`src/msc_defs.svh`:
```
// Constants for the module sideband and management control block
`ifndef MSC_DEFS_SVH
`define MSC_DEFS_SVH
`define MSC_DEV_ADDR 7'h50
`define MSC_CLK_NS 5
`define MSC_RST_MIN_NS 10000
`define MSC_RST_MIN_CYC ((`MSC_RST_MIN_NS + `MSC_CLK_NS - 1) / `MSC_CLK_NS)
`define MSC_INIT_NS 2000000
`define MSC_INIT_CYC (`MSC_INIT_NS / `MSC_CLK_NS)
`define MSC_OFS_ID 8'h00
`define MSC_OFS_STATUS 8'h01
`define MSC_OFS_FLAGS 8'h02
`define MSC_OFS_POWER 8'h03
`define MSC_USER_PAGE 4'h1
`define MSC_USER_RST 8'h00
`define MSC_BIT_INIT 0
`define MSC_FLAG_FAULT 0
`define MSC_FLAG_DONE 1
`endif

```
`src/msc_pkg.sv`:
```
// Types for the module sideband and management control block
package msc_pkg;
   typedef enum logic [2:0] {
      msc_st_idle = 3'b000,
      msc_st_addr = 3'b001,
      msc_st_reg = 3'b010,
      msc_st_wdata = 3'b011,
      msc_st_ack = 3'b100,
      msc_st_rdata = 3'b101,
      msc_st_rack = 3'b110
   } msc_state_t;

   typedef struct packed {
      msc_state_t st;
      msc_state_t ret;
      logic [3:0] bitc;
      logic [7:0] sh;
      logic [7:0] ptr;
      logic ack_ok;
      logic scl_q;
      logic sda_q;
      logic sda_oe;
      logic sda_out;
      logic [15:0] rst_cnt;
      logic armed;
      logic init_pending;
      logic [31:0] init_cnt;
      logic [7:0] flags;
      logic int_oe;
      logic int_n;
      logic pres_n;
      logic lp;
      logic [15:0][7:0] user;
   } msc_regs_t;
endpackage : msc_pkg

```
`src/msc_sideband.sv`:
```
// Sideband pins and two-wire management slave of a pluggable cable module
`include "msc_defs.svh"

// Behaviour
// RQ1: Module select low lets the two-wire slave accept and answer transfers.
// RQ2: Module select high makes the slave ignore all two-wire traffic.
// RQ3: An undriven select reads high by pull-up, so the module stays deselected.
// RQ4: Reset pin low beyond minimum pulse restores every user setting to default.
// RQ5: Reset completion time is counted from the rising edge ending reset low.
// RQ6: Host ignores status bits during reset until completion interrupt appears.
// RQ7: Reset end raises the interrupt with the init-pending flag negated.
// RQ8: Power-up posts the reset-completion interrupt without a reset pin pulse.
// RQ9: Low-power request high puts the module into its reduced-power state.
// RQ10: Presence output reads low while the module sits in the connector.
// RQ11: Interrupt pin is pulled low for a fault or a critical status.
// RQ12: Host reads status over the two-wire bus to find the interrupt cause.
// RQ13: Slave answers at seven-bit address 1010000, low address bit selects read.
// RQ14: Interrupt holds until its flags are read, then floats, never driven high.
// RQ15: Init-pending flag reads set during reset, clear once defaults are restored.
module msc_sideband #(
   parameter int INIT_CYCLES = `MSC_INIT_CYC,
   parameter logic [7:0] ID_CODE = 8'h5a // Arbitrary value
) (
   input wire logic clk_sys_i,
   input wire logic resetn_i,
   input wire logic module_select_n_i,
   input wire logic module_reset_n_i,
   input wire logic low_power_request_i,
   input wire logic fault_i,
   input wire logic scl_i,
   input wire logic sda_i,
   output logic sda_o,
   output logic sda_oe_o,
   output logic interrupt_n_o,
   output logic interrupt_oe_o,
   output logic presence_n_o,
   output logic low_power_o
);

   // ---------------------------------------------------------------
   // State and events
   // ---------------------------------------------------------------
   msc_pkg::msc_regs_t q;
   msc_pkg::msc_regs_t next_q;
   msc_pkg::msc_regs_t rst_val;
   logic scl_rise;
   logic scl_fall;
   logic bus_start;
   logic bus_stop;
   logic [7:0] rd_byte;

   assign scl_rise = scl_i & ~q.scl_q;
   assign scl_fall = ~scl_i & q.scl_q;
   assign bus_start = scl_i & q.scl_q & q.sda_q & ~sda_i;
   assign bus_stop = scl_i & q.scl_q & ~q.sda_q & sda_i;

   always_comb begin
      rst_val = '0;
      rst_val.scl_q = 1'b1;
      rst_val.sda_q = 1'b1;
      rst_val.init_pending = 1'b1;
   end

   // ---------------------------------------------------------------
   // Read data mux
   // ---------------------------------------------------------------
   always_comb begin
      rd_byte = 8'h00;
      if (q.ptr == `MSC_OFS_ID) begin
         rd_byte = ID_CODE;
      end else if (q.ptr == `MSC_OFS_STATUS) begin
         rd_byte[`MSC_BIT_INIT] = q.init_pending;
      end else if (q.ptr == `MSC_OFS_FLAGS) begin
         rd_byte = q.flags;
      end else if (q.ptr == `MSC_OFS_POWER) begin
         rd_byte[0] = q.lp;
      end else if (q.ptr[7:4] == `MSC_USER_PAGE) begin
         rd_byte = q.user[q.ptr[3:0]];
      end
   end

   // ---------------------------------------------------------------
   // Next state
   // ---------------------------------------------------------------
   always_comb begin
      next_q = q;
      next_q.scl_q = scl_i;
      next_q.sda_q = sda_i;
      // RQ9 low power follow
      next_q.lp = low_power_request_i;

      // RQ4 minimum pulse timer
      if (!module_reset_n_i) begin
         if (q.rst_cnt != 16'(`MSC_RST_MIN_CYC)) begin
            next_q.rst_cnt = q.rst_cnt + 16'h0001;
         end else begin
            next_q.armed = 1'b1;
         end
      end else begin
         next_q.rst_cnt = 16'h0000;
         next_q.armed = 1'b0;
      end

      // RQ15 init timer counts up
      if (q.init_pending) begin
         if (q.init_cnt == 32'(INIT_CYCLES - 1)) begin
            next_q.init_pending = 1'b0;
         end else begin
            next_q.init_cnt = q.init_cnt + 32'h1;
         end
      end

      // RQ2 deselected bus ignored
      // RQ3 undriven select stays deselected
      if (module_select_n_i) begin
         next_q.st = msc_pkg::msc_st_idle;
         next_q.sda_oe = 1'b0;
      end else if (bus_stop) begin
         next_q.st = msc_pkg::msc_st_idle;
         next_q.sda_oe = 1'b0;
      end else if (bus_start) begin
         // RQ1 selected start taken
         next_q.st = msc_pkg::msc_st_addr;
         next_q.bitc = 4'h0;
         next_q.sda_oe = 1'b0;
      end else begin
         unique case (q.st)
            msc_pkg::msc_st_idle: begin
            end
            msc_pkg::msc_st_addr, msc_pkg::msc_st_reg, msc_pkg::msc_st_wdata: begin
               if (scl_rise) begin
                  next_q.sh = {q.sh[6:0], sda_i};
                  next_q.bitc = q.bitc + 4'h1;
               end else if (scl_fall && q.bitc == 4'h8) begin
                  next_q.bitc = 4'h0;
                  next_q.st = msc_pkg::msc_st_ack;
                  next_q.sda_oe = 1'b1;
                  next_q.ret = msc_pkg::msc_st_wdata;
                  if (q.st == msc_pkg::msc_st_addr) begin
                     // RQ13 address match
                     if (q.sh[7:1] != `MSC_DEV_ADDR) begin
                        next_q.st = msc_pkg::msc_st_idle;
                        next_q.sda_oe = 1'b0;
                     end else if (q.sh[0]) begin
                        next_q.ret = msc_pkg::msc_st_rdata;
                     end else begin
                        next_q.ret = msc_pkg::msc_st_reg;
                     end
                  end else if (q.st == msc_pkg::msc_st_reg) begin
                     next_q.ptr = q.sh;
                  end else begin
                     // Only the user page is writable; other bytes ack and drop
                     if (q.ptr[7:4] == `MSC_USER_PAGE) begin
                        next_q.user[q.ptr[3:0]] = q.sh;
                     end
                     next_q.ptr = q.ptr + 8'h01;
                  end
               end
            end
            msc_pkg::msc_st_ack: begin
               if (scl_fall) begin
                  next_q.sda_oe = 1'b0;
                  next_q.st = q.ret;
                  next_q.bitc = 4'h0;
                  if (q.ret == msc_pkg::msc_st_rdata) begin
                     next_q.sh = rd_byte;
                     next_q.sda_oe = ~rd_byte[7];
                     // RQ14 read clears flags
                     if (q.ptr == `MSC_OFS_FLAGS) begin
                        next_q.flags = 8'h00;
                     end
                  end
               end
            end
            msc_pkg::msc_st_rdata: begin
               if (scl_rise) begin
                  next_q.bitc = q.bitc + 4'h1;
               end else if (scl_fall) begin
                  if (q.bitc == 4'h8) begin
                     next_q.sda_oe = 1'b0;
                     next_q.st = msc_pkg::msc_st_rack;
                     next_q.ptr = q.ptr + 8'h01;
                  end else begin
                     next_q.sh = {q.sh[6:0], 1'b0};
                     next_q.sda_oe = ~q.sh[6];
                  end
               end
            end
            msc_pkg::msc_st_rack: begin
               if (scl_rise) begin
                  next_q.ack_ok = ~sda_i;
               end else if (scl_fall) begin
                  if (q.ack_ok) begin
                     next_q.st = msc_pkg::msc_st_rdata;
                     next_q.bitc = 4'h0;
                     next_q.sh = rd_byte;
                     next_q.sda_oe = ~rd_byte[7];
                     if (q.ptr == `MSC_OFS_FLAGS) begin
                        next_q.flags = 8'h00;
                     end
                  end else begin
                     next_q.st = msc_pkg::msc_st_idle;
                  end
               end
            end
            default: begin
               next_q.st = msc_pkg::msc_st_idle;
               next_q.sda_oe = 1'b0;
            end
         endcase
      end

      // RQ11 fault sets flag
      // Set after the read-clear so an event in the clearing cycle survives
      if (fault_i) begin
         next_q.flags[`MSC_FLAG_FAULT] = 1'b1;
      end
      // RQ7 completion flag
      if (q.init_pending && !next_q.init_pending) begin
         next_q.flags[`MSC_FLAG_DONE] = 1'b1;
      end

      // RQ4 hold defaults in reset
      // RQ5 timing restarts at release
      if (q.armed && !module_reset_n_i) begin
         next_q.user = '0;
         next_q.flags = 8'h00;
         next_q.init_pending = 1'b1;
         next_q.init_cnt = 32'h0;
         next_q.st = msc_pkg::msc_st_idle;
         next_q.sda_oe = 1'b0;
      end

      // RQ14 open drain, low only
      next_q.int_oe = |next_q.flags;
      next_q.int_n = 1'b0;
      // RQ10 presence tied low
      next_q.pres_n = 1'b0;
      next_q.sda_out = 1'b0;
   end

   // RQ8 power-up starts init
   always_ff @(posedge clk_sys_i) begin
      if (!resetn_i) begin
         q <= rst_val;
      end else begin
         q <= next_q;
      end
   end

   assign sda_o = q.sda_out;
   assign sda_oe_o = q.sda_oe;
   assign interrupt_n_o = q.int_n;
   assign interrupt_oe_o = q.int_oe;
   assign presence_n_o = q.pres_n;
   assign low_power_o = q.lp;
endmodule // msc_sideband

```
`config.mk`:
```
export PLATFORM = sky130hd
export DESIGN_NAME = msc_sideband
export DESIGN_NICKNAME = d
export VERILOG_FILES = /design/src/msc_pkg.sv /design/src/msc_sideband.sv
export VERILOG_INCLUDE_DIRS = /design/src
export SDC_FILE = /design/constraint.sdc
export NUM_CORES = 1
export LEC_CHECK = 0
export BUFFER_PORTS_ARGS = -buffer_cell sky130_fd_sc_hd__buf_2
export CAP_MARGIN = 15
export CORE_MARGIN = 3
export CORE_UTILIZATION = 63
export DETAILED_ROUTE_END_ITERATION = 7
export PLACE_DENSITY = 0.8
export SLEW_MARGIN = 40
export SYNTH_ARGS = -nofsm -noshare
export SYNTH_HDL_FRONTEND = slang
export SYNTH_SLANG_ARGS = --single-unit
```
`constraint.sdc`:
```
create_clock -name clk_sys_i -period 3.05 [get_ports clk_sys_i]
set_input_delay 0.305 -clock clk_sys_i [delete_from_list [all_inputs] [get_ports clk_sys_i]]
set_output_delay 0.305 -clock clk_sys_i [all_outputs]
set_load 0.1 [all_outputs]
```
### Yosys cells after proc, flatten, opt, wreduce, memory -nomap -nowiden

Cells that the tools add are included.

| word-level totals | value |
|---|---|
| flip-flop bits (word level) | 221 |
| bits of input ports | 8 |

| operators by class | value |
|---|---|
| add/sub/neg operators | 4 |
| order comparisons | 2 |
| eq/ne operators | 40 |
| muxes and demuxes | 75 |
| bitwise gates (word level) | 22 |
| reduce and logical (&&, ||, !) cells | 27 |

Operators by type and width:

| operator | count |
|---|---|
| 2-to-1 mux 8 bit | 22 |
| bitwise mux 128 bit | 1 |
| 2-to-1 mux 12 bit | 4 |
| one-hot mux 12 bit (4 select lines) | 1 |
| AND reduction 9 bit | 5 |
| 2-to-1 mux 41 bit | 1 |
| 2-to-1 mux 3 bit | 11 |
| 2-to-1 mux 33 bit | 1 |
| adder 32 x 1 -> 32 bit, second input constant | 1 |
| binary-select mux 8 bit (select 4 bit) | 1 |
| demux 8 bit (select 4 bit) | 1 |
| equality test 32 x 19 -> 1 bit, second input constant | 1 |
| 2-to-1 mux 16 bit | 2 |
| 2-to-1 mux 32 bit | 1 |
| one-hot mux 8 bit (2 select lines) | 2 |
| != test 3 bit, second input constant | 10 |
| != test 2 bit, second input constant | 14 |
| 2-to-1 mux 1 bit | 17 |
| adder 16 x 1 -> 16 bit, second input constant | 1 |
| equality test 8 x 2 -> 1 bit, second input constant | 2 |
| != test 16 x 11 -> 1 bit, second input constant | 1 |
| NOT 1 bit | 15 |
| one-hot mux 3 bit (5 select lines) | 1 |
| 2-to-1 mux 7 bit | 2 |
| other kinds (34) | 52 |

### Depth between registers and ports, before layout

Gate-level depths: netlist of the first run.

| depth | value |
|---|---|
| depth after elaboration | 12 |
| mapped depth | 10 |
| depth with buffers taken out | 8 |

### Least setup slack after synthesis of the first run

OpenSTA, ideal clock, no wires.

| timing | value |
|---|---|
| path kind | register -> register |
| start | register q[196] (netlist bit) |
| end | register q[203] (netlist bit) |
| library setup time | 143 ps |
| data arrival time | 2129 ps |
| data required time | 2907 ps |
| slack | 778 ps |
| cell stages (with the launch flop) | 11 |
| buffers on the path | 3 |
| cells stage by stage | dfxtp_1 -> buf_2 -> clkbuf_1 -> inv_1 -> ha_1 -> clkbuf_1 -> or2_2 -> a32oi_1 -> o41ai_1 -> o221ai_1 -> a31oi_1 |

| between the ends | value |
|---|---|
| word-level cells in the longest chain between the ends | 11 |
| elaborated cells on any way between the ends | 17 |
| those cells by class | eq/ne (3); mux (13); reduce/logical (1) |

Ends and longest elaborated chain:

| element | line | text |
|---|---|---|
| start: declaration | msc_sideband.sv:43 | `msc_pkg::msc_regs_t q;` |
| start signal: assignment | msc_sideband.sv:245 | `q <= rst_val;` |
| start signal: assignment | msc_sideband.sv:247 | `q <= next_q;` |
| binary-select mux 8 bit (select 4 bit) | msc_sideband.sv:78 | `rd_byte = q.user[q.ptr[3:0]];` |
| 2-to-1 mux 8 bit (not written as such) | msc_sideband.sv:78 |  |
| 2-to-1 mux 8 bit | msc_sideband.sv:77 | `` end else if (q.ptr[7:4] == `MSC_USER_PAGE) begin `` |
| 2-to-1 mux 1 bit | msc_sideband.sv:75 | `` end else if (q.ptr == `MSC_OFS_POWER) begin `` |
| 2-to-1 mux 8 bit | msc_sideband.sv:73 | `` end else if (q.ptr == `MSC_OFS_FLAGS) begin `` |
| 2-to-1 mux 1 bit | msc_sideband.sv:71 | `` end else if (q.ptr == `MSC_OFS_STATUS) begin `` |
| 2-to-1 mux 8 bit (*) | msc_sideband.sv:69 | `` if (q.ptr == `MSC_OFS_ID) begin `` |
| 2-to-1 mux 12 bit | msc_sideband.sv:193 | `if (q.ack_ok) begin` |
| 2-to-1 mux 12 bit | msc_sideband.sv:192 | `end else if (scl_fall) begin` |
| 2-to-1 mux 12 bit | msc_sideband.sv:190 | `if (scl_rise) begin` |
| one-hot mux 12 bit (4 select lines) (*) | msc_sideband.sv:127 | `unique case (q.st)` |

Mark *: on every way between the ends. The rest lies on a longest branch, timed or not. The select of a mux whose other input is x is not followed.
A chain may end at the register's enable or synchronous reset.

### Worst setup path after layout of the first run

| timing | value |
|---|---|
| start | register q[199] (netlist bit) |
| end | register q[52] (netlist bit) |

| between the ends | value |
|---|---|
| word-level cells in the longest chain between the ends | 2 |

Ends and longest elaborated chain:

| element |
|---|
| equality test 4 x 1 -> 1 bit (no line) |
| AND reduction 9 bit (no line) |

No other way between the ends.

==> metrics, run 1 <==
status=finished clean; average instance area after synthesis=8.40 um^2; Residual DRC=0; power per cell area=523 nW/um^2; Routability Congestion=0.934; multi-input logic area=5500 um^2; root buffer cell=clkbuf_16; Hold Buf Count CTS=0; clock sink count=218; Clk Latency, worst-skew pair=0.51 ns; CTS max path bufs=3; largest net degree at the start of global routing=131; post-synthesis mux area share=11.1%; XOR/XNOR share of the synthesized area=3.40%; post-cts gate resize count=0; Async S/R FF share, synth=0%; fin util=70.8%; CTS tree=yes; hold crit path type=in2reg; die area=17900 um^2; RSZ-0062 raised after global routing=false; Pwr Total=5.90 mW; Seq cells post-synth=218; drt total wl=25.5 mm; antenna-violating nets left=0; remaining global-route overflow=0; Routed WL per cell=17.7 um; Yosys cell types=71; sequential area share after synthesis=42.3%; clk_skew=0.0127 ns; max capacitance violation total=0; Worst Setup End Kind=register; critical path's largest stage delay=0.58 ns; dpl ws=0.412 ns; TritonCTS Buffers=23; crit path cell chain=or4b_4 > nor4_4 > nand3_1 > nor2b_1 > nand2_1 > a21oi_1; final worst setup slack=0.274 ns; Nets=1224; Synth Area in Compound Gates=12.9%; Post-synth top flop=dfxtp_1; DRT iter0 DRCs=928; number of synthesized flops with an enable pin=0; Buffers on Ports=10; crit share post-route=91.0%; Synth Area in Simple Gates=24.6%; worst endpoint required time=3.48 ns; largest family of logic cells by synthesized area=simple AND/OR/NAND/NOR gates; WS Path Type=reg2reg; max-slew violations=0; slowest stage cell on the critical path=nor2b_1; Clk pin slew, worst setup/hold paths=0.06 ns; global-route wire length before repair=41.9 mm; Worst slew margin=41.9%; H-tree Lvls=1; minimum clock period=2.78 ns; setup_tns=0 ns; Synth Warn #=0; Mapped Cells=1227; routed vias=8802; initial antenna violation count=0; First-pass DRT Iterations=5; register area=4370 um^2; starting density of the core=64.7%; die height=134 um; Startpoint Class=register; gr usage total=28.3%; Max Freq=0.360 GHz; Tightest Pin Transition=0.870 ns; Arr. time, crit path=3.21 ns; Max VDD drop=479 uV; Rows=46; synthesized area=10300 um^2; Final setup viols=0; # diodes=0; CP max FO=12; DIE WIDTH=134 um; Adder-Cell Fraction of Synth Area=1.09%; placed wire-length estimate=16.7 mm; core area=15900 um^2; # Post-CTS Setup Buffers=0; layout cells sized above 1=11.1%; io pins=14; # fillers=1221; vias in the first global route=8340; static leakage=3.70 nW; Vias/cell=6.12; Hold Fails Final Rpt=0; synth-to-layout area growth=9.48%
## final timing paths
check                                    startpoint                      to  slack [ns]  cells past startpoint
worst max-delay path            q[199]$_SDFFE_PN0P_      q[52]$_SDFFE_PP0P_        0.27                      6
worst min-delay path            low_power_request_i  low_power_o$_SDFF_PN0_        0.01                      2
worst max register to register  q[199]$_SDFFE_PN0P_      q[52]$_SDFFE_PP0P_        0.27                      6
worst min register to register   q[75]$_SDFFE_PP0P_      q[75]$_SDFFE_PP0P_        0.45                      2
## power by group
part | internal [mW] | switching (mW)
Combinational | 0.0317 | 0.109
Clock | 1.75 | 1.14
Sequential | 2.86 | 0.00901
Total | 4.64 | 1.26
## logic make-up after synthesis
logic type | Yosys count
AND/OR/NAND/NOR | 542
AO/OA/AOI/OAI | 231
flip-flops | 218
buffers and inverters | 108
multiplexers | 78
XOR/XNOR | 40
adder cells (fa/ha/maj) | 9
other | 1
## metal layers
| layer | GRT usage [%] | wire, um | share of wire (%) |
|---|---|---|---|
| met5 | 0 | 0 | 0 |
| met4 | 9.49 | 883 | 3.5 |
| met3 | 5.21 | 2030 | 7.9 |
| met2 | 45.2 | 11600 | 45 |
| met1 | 39.0 | 11000 | 43 |
## Yosys cell counts, drive strengths merged, types with 7 or more instances
cell,number,share of area [%]
mux2i,47,4.6
o21ai,32,1.6
a21oi,137,6.7
nor2,124,4.6
nand4,14,0.85
and3,15,0.93
nand2,248,9.0
nand2b,12,0.73
xor2,26,2.2
nor2b,13,0.79
buf,34,1.9
or3,7,0.42
nor3,15,1.1
o22ai,13,0.79
xnor2,14,1.2
clkbuf,53,1.9
a31oi,8,0.49
nor4,13,0.93
ha,9,1.1
dfxtp,218,42
nand3,36,1.9
mux4,29,6.3
and2,15,0.92
inv,21,0.76
## registers in the layout (all words and copies together) (netlist names)
name / flops
low_power_o: 1
sda_oe_o: 1
q: 215
interrupt_oe_o: 1
## area by class of cell
class,instances,share of cell area [%]
Clock inverter,12,1.22
Clock buffer,29,5.74
Sequential cell,218,38.7
Tap cell,216,2.39
Timing Repair Buffer,40,2.55
Inverter,21,0.698
Multi-Input combinational cell,903,48.7
## stage by stage
| step | instances | hold slack, ns | cell area (um^2) |
|---|---|---|---|
| 6_report | 1439 | 0.0129 | 11300 |
| 5_1_grt | 1439 | 0.0243 | 11300 |
| 4_1_cts | 1439 | 0.00333 | 11300 |
| 3_5_place_dp | 1398 | 0.442 | 10500 |
| 3_3_place_gp | 1398 | 0.434 | 10500 |
| 2_1_floorplan | 1229 | 0.422 | 10300 |
## placed cells by master (no fill, tap or decap), types with 23 or more instances in the layout
cell / instances
nor2_1: 121
o21ai_0: 31
mux4_2: 29
nand2_1: 248
a21oi_1: 137
clkbuf_16: 23
dfxtp_1: 214
mux2i_1: 47
buf_4: 29
nand3_1: 35
xor2_1: 26
## worst max-delay path, delay by kind of cell, from the launching register on
kind | cells | cell delay [ns]
simple gates | 5 | 1.99
compound gates | 1 | 0.19
flops | 1 | 0.52
Note: power is estimated with default switching activity, not from simulation.
==> run 2: changes to the inputs <==
--- a/config.mk
+++ b/config.mk
@@ -12,6 +12,7 @@
 export CORE_UTILIZATION = 63
 export DETAILED_ROUTE_END_ITERATION = 7
 export PLACE_DENSITY = 0.8
+export RECOVER_POWER = 25
 export SLEW_MARGIN = 40
 export SYNTH_ARGS = -nofsm -noshare
 export SYNTH_HDL_FRONTEND = slang
==> metrics, run 2 (synthesis gave the netlist of run 1 again) <==
status=finished clean; # diodes=0; Hold Buf Count CTS=0; Clk Latency, worst-skew pair=0.51 ns; max reg flops=215; critical path's largest stage delay=0.59 ns; Vias/cell=6.12; post-route cell area=11300 um^2; DRT iter0 DRCs=841; die area=17900 um^2; max capacitance violation total=0; starting density of the core=64.7%; Max Freq=0.359 GHz; static leakage=3.65 nW; Worst R2R Start=q[199]$_SDFFE_PN0P_; Arr. time, crit path=3.22 ns; placed inst area=10500 um^2; RR Endpoint=q[52]$_SDFFE_PP0P_; post-cts gate resize count=0; Max VDD drop=482 uV; slowest stage cell on the critical path=nor2b_1; clk_skew=0.0135 ns; Routed WL per cell=17.7 um; Tightest Pin Transition=1.16 ns; Routability Congestion=0.934; R2R Setup Slk=0.26 ns; setup_tns=0 ns; # Post-CTS Setup Buffers=0; routed vias=8811; vias in the first global route=8340; worst endpoint required time=3.48 ns; power per cell area=525 nW/um^2; max-slew violations=0; Rows=46; antenna-violating nets left=0; clock sink count=218; DIE WIDTH=134 um; # fillers=1227; largest net degree at the start of global routing=131; hold endpoint=low_power_o$_SDFF_PN0_; crit share post-route=91.4%; minimum clock period=2.79 ns; TritonCTS Buffers=23; RSZ-0062 raised after global routing=false; Startpoint Class=register; Buffers on Ports=10; layout cells sized above 1=10.3%; hold path start=low_power_request_i; placed wire-length estimate=16.7 mm; crit path cell chain=or4b_4 > nor4_4 > nand3_1 > nor2b_1 > nand2_1 > a21oi_1; worst hold stages=2; hold crit path type=in2reg; drt total wl=25.5 mm; H-tree Lvls=1; register area=4370 um^2; Worst Setup End Kind=register; Worst R2R Path Depth=6; commonest non-fill, non-tap cell in the layout=nand2_1; multi-input logic area=5490 um^2; Top reg by flops=q; Nets=1224; CTS max path bufs=3; First-pass DRT Iterations=6; CTS tree=yes; Final setup viols=0; CP max FO=12; Hold Fails Final Rpt=0; commonest cells after routing, fill and taps aside=nand2_1 (248), dfxtp_1 (215), a21oi_1 (137); global-route wire length before repair=41.9 mm; WS Path Type=reg2reg; root buffer cell=clkbuf_16; die height=134 um; # placed instances=1398; WHS=0.0151 ns; Residual DRC=0; remaining global-route overflow=0; Post-Layout Cell Count=1439; synth-to-layout area growth=9.20%; Worst slew margin=22.9%; core area=15900 um^2; gr usage total=28.3%; initial antenna violation count=0; io pins=14; Clk pin slew, worst setup/hold paths=0.06 ns
-- run 2: cell types whose count changed in the layout (fill, tap and decap cells not counted), sizes merged --
cell	previous run	this run
clkbuf	29	37
buf	40	32
-- run 2: layer usage --
metal,track usage (%),wire [um],share of wire [%]
met1,39.0,10800,42
met2,45.2,11600,46
met3,5.21,2220,8.7
met4,9.49,865,3.4
met5,0,0,0
-- run 2: final cells by class --
class	instances	area share, %
timing repair buffer	40	2.38
inverter	21	0.700
clock buffer	29	5.76
multi-input combinational	903	48.7
clock inverter	12	1.22
sequential	218	38.8
tap	216	2.40
-- run 2: worst max-delay path: cells and delay by family, from the launching register on --
kind               cells  cell delay (ns)
and+or+nand+nor        5             1.99
DFF                    1             0.53
AOI/OAI and AO/OA      1             0.18
-- run 2: through the flow --
| stage | util [%] | setup WS, ns | total power [mW] |
|---|---|---|---|
| 2_1_floorplan | - | 0.778 | 3.04 |
| 3_3_place_gp | 65.8 | 0.480 | 3.07 |
| 3_5_place_dp | 65.9 | 0.412 | 3.07 |
| 4_1_cts | 70.8 | 0.333 | 5.94 |
| 5_1_grt | 70.6 | 0.132 | 6.06 |
| 6_report | 70.6 | 0.264 | 5.91 |
-- run 2: worst max path at each step --
| stage | startpoint | end | depth (start not counted) | slack [ns] |
|---|---|---|---|---|
| 2_1_floorplan | q[196]$_SDFFE_PN0P_ | q[203]$_SDFFE_PN0P_ | 10 | 0.78 |
| 3_3_place_gp | q[199]$_SDFFE_PN0P_ | q[39]$_SDFFE_PP0P_ | 6 | 0.48 |
| 3_5_place_dp | q[199]$_SDFFE_PN0P_ | q[55]$_SDFFE_PP0P_ | 6 | 0.41 |
| 4_1_cts | q[199]$_SDFFE_PN0P_ | q[52]$_SDFFE_PP0P_ | 6 | 0.33 |
| 5_1_grt | q[199]$_SDFFE_PN0P_ | q[54]$_SDFFE_PP0P_ | 6 | 0.13 |
| 6_report | q[199]$_SDFFE_PN0P_ | q[52]$_SDFFE_PP0P_ | 6 | 0.26 |
-- run 2: where the power goes --
part | internal (mW) | leakage (nW) | switching (mW)
Combinational | 0.0310 | 1.50 | 0.109
Clock | 1.75 | 0.394 | 1.15
Sequential | 2.86 | 1.76 | 0.00913
Total | 4.64 | 3.65 | 1.27
==> run 3: changes to the inputs <==
--- a/config.mk
+++ b/config.mk
@@ -6,12 +6,14 @@
 export SDC_FILE = /design/constraint.sdc
 export NUM_CORES = 1
 export LEC_CHECK = 0
+export ABC_AREA = 1
 export BUFFER_PORTS_ARGS = -buffer_cell sky130_fd_sc_hd__buf_2
 export CAP_MARGIN = 15
+export CORE_ASPECT_RATIO = 0.5
 export CORE_MARGIN = 3
-export CORE_UTILIZATION = 63
+export CORE_UTILIZATION = 64
 export DETAILED_ROUTE_END_ITERATION = 7
-export PLACE_DENSITY = 0.8
+export PLACE_DENSITY = 0.81
 export RECOVER_POWER = 25
 export SLEW_MARGIN = 40
 export SYNTH_ARGS = -nofsm -noshare
==> metrics, run 3 <==
Synth area leaders=dfxtp_1 (39%), nand2_1 (9.0%), nor2_1 (6.9%); # fillers=1413; starting density of the core=67.2%; commonest cells after routing, fill and taps aside=nand2_1 (274), dfxtp_1 (214), nor2_1 (211); Worst slew margin=23.0%; RR Endpoint=q[22]$_SDFFE_PP0P_; H-tree Lvls=1; sequential area share after synthesis=38.5%; Top reg by flops=q; Startpoint Class=register; synth-to-layout area growth=6.46%; WS Path Type=reg2reg; most common cell in the netlist=nand2_1; Nets=1587; gr usage total=30.2%; Worst R2R Path Depth=10; number of synthesized flops with an enable pin=0; minimum clock period=2.61 ns; clk_skew=0.0274 ns; Rows=33; worst endpoint required time=3.45 ns; commonest non-fill, non-tap cell in the layout=nand2_1; TritonCTS Buffers=20; Routed WL per cell=16.6 um; die area=19400 um^2; met1 WL=13.2 mm; synthesized area=11300 um^2; metal3 WL=2.64 mm; setup_tns=0 ns; DRT iter0 DRCs=1243; Clk Latency, worst-skew pair=0.51 ns; Seq cells post-synth=218; average instance area after synthesis=7.07 um^2; Vias/cell=5.88; Residual DRC=0; Clk pin slew, worst setup/hold paths=0.06 ns; die height=100 um; clock sink count=218; largest area contributor in the netlist=dfxtp_1; hold crit path type=in2reg; Yosys cell types=51; Max Freq=0.383 GHz; post-cts gate resize count=0; drt total wl=30.1 mm; DR WL met2=13.4 mm; Hold Buf Count CTS=1; Max VDD drop=444 uV; Post-synth top flop=dfxtp_1; max-slew violations=0; Mapped Cells=1603; # Post-CTS Setup Buffers=0; hold endpoint=q[132]$_SDFF_PN0_; antenna-violating nets left=0; largest net degree at the start of global routing=95; # diodes=0; Top Layer Used=met4; Worst R2R Start=q[211]$_SDFFE_PN0P_; CTS max path bufs=3; DIE WIDTH=194 um; status=finished clean; routed vias=10700; layout cells sized above 1=7.58%; worst hold stages=3; First-pass DRT Iterations=5; Pwr Total=5.95 mW; root buffer cell=clkbuf_16; Async S/R FF share, synth=0%; Commonest cells post-synth=nand2_1 (273), dfxtp_1 (218), nor2_1 (209); RSZ-0062 raised after global routing=false; io pins=14; placed wire-length estimate=20.3 mm; Arr. time, crit path=3.01 ns; CTS tree=yes; Synth Warn #=0; power per cell area=494 nW/um^2; global-route wire length before repair=49.0 mm; initial antenna violation count=0; remaining global-route overflow=0; Synth top area share=38.5%; R2R Setup Slk=0.44 ns; max capacitance violation total=0; WHS=0.0377 ns; vias in the first global route=10000; core area=16800 um^2; Final setup viols=0; Buffers on Ports=10; crit share post-route=85.6%; hold path start=fault_i; Tightest Pin Transition=1.16 ns; Worst Setup End Kind=register; Routability Congestion=0.932; max reg flops=215; CP max FO=10; Hold Fails Final Rpt=0; Worst Setup SP=q[211]$_SDFFE_PN0P_; static leakage=4.92 nW
run 3: cell count changes in the layout (fill, tap and decap cells not counted), sizes merged, moves of 17 or more:
cell	before	now
nor3	15	36
a211oi	5	99
o21ai	32	134
mux2i	47	0
o211ai	3	20
mux4	29	0
inv	21	213
nand2	248	291
nor2	124	217
run 3: how the worst max path moves through the flow:
stage                                     end  slack [ns]  depth (start not counted)
global route               q[22]$_SDFFE_PP0P_        0.19                         10
global placement          q[212]$_SDFFE_PN0P_        0.69                         11
floorplan           interrupt_oe_o$_SDFF_PN0_        0.81                         13
detailed placement      sda_oe_o$_SDFFE_PP0P_        0.68                         12
CTS                     sda_oe_o$_SDFFE_PP0P_        0.64                         12
finish                     q[22]$_SDFFE_PP0P_        0.44                         10
run 3: kinds of logic (layout without fill, tap and decap cells):
family | after synthesis | in the layout | share of synthesized area, %
AOI/OAI and AO/OA | 410 | 410 | 21.7
xor gates and xnor gates | 28 | 28 | 2.16
adders and majority gates | 9 | 9 | 0.994
other | 1 | 3 | 0.0331
and+or+nand+nor | 630 | 630 | 25.1
DFF | 218 | 218 | 38.5
buffers and inverters | 307 | 286 | 11.5
run 3: cell type report:
cell class | count | area [um^2] | area share (%)
clock buffers | 29 | 606 | 5.02
clock inverters | 7 | 95.1 | 0.788
inverters | 218 | 823 | 6.83
multi-input cells | 1080 | 5660 | 47.0
flip-flops and latches | 218 | 4370 | 36.2
well taps | 227 | 284 | 2.36
repair buffers | 32 | 219 | 1.82
run 3: critical path, stage by stage (launching register included):
cell        delay, ns
dfxtp_1          0.32
inv_1            0.12
ha_1             0.18
nand2_1          0.05
nor2_1           0.15
nand2_1          0.12
nor2_1           0.36
nand2_8          0.19
clkinvlp_2       0.36
nand3_2          0.29
a211oi_1         0.35
run 3: metrics by stage:
step / std cells / utilization, % / setup slack [ns] / cell area [um^2]
2_1_floorplan: 1605 / - / 0.814 / 11300
3_3_place_gp: 1774 / 67.5 / 0.688 / 11400
3_5_place_dp: 1774 / 67.5 / 0.679 / 11400
4_1_cts: 1811 / 71.7 / 0.642 / 12100
5_1_grt: 1811 / 71.6 / 0.192 / 12100
6_report: 1811 / 71.6 / 0.439 / 12100
run 3: routing by layer:
layer / vias to the layer above / GRT usage, %
li1: 5229 / -
met1: 4905 / 41.0
met2: 438 / 50.1
met3: 80 / 4.73
met4: 0 / 9.87
met5: - / 0
run 3: report_power, final:
group	switching (mW)	leakage, nW	total (mW)	internal [mW]
Sequential	0.0435	1.76	2.91	2.87
Clock	1.14	0.343	2.70	1.56
Combinational	0.262	2.81	0.347	0.0850
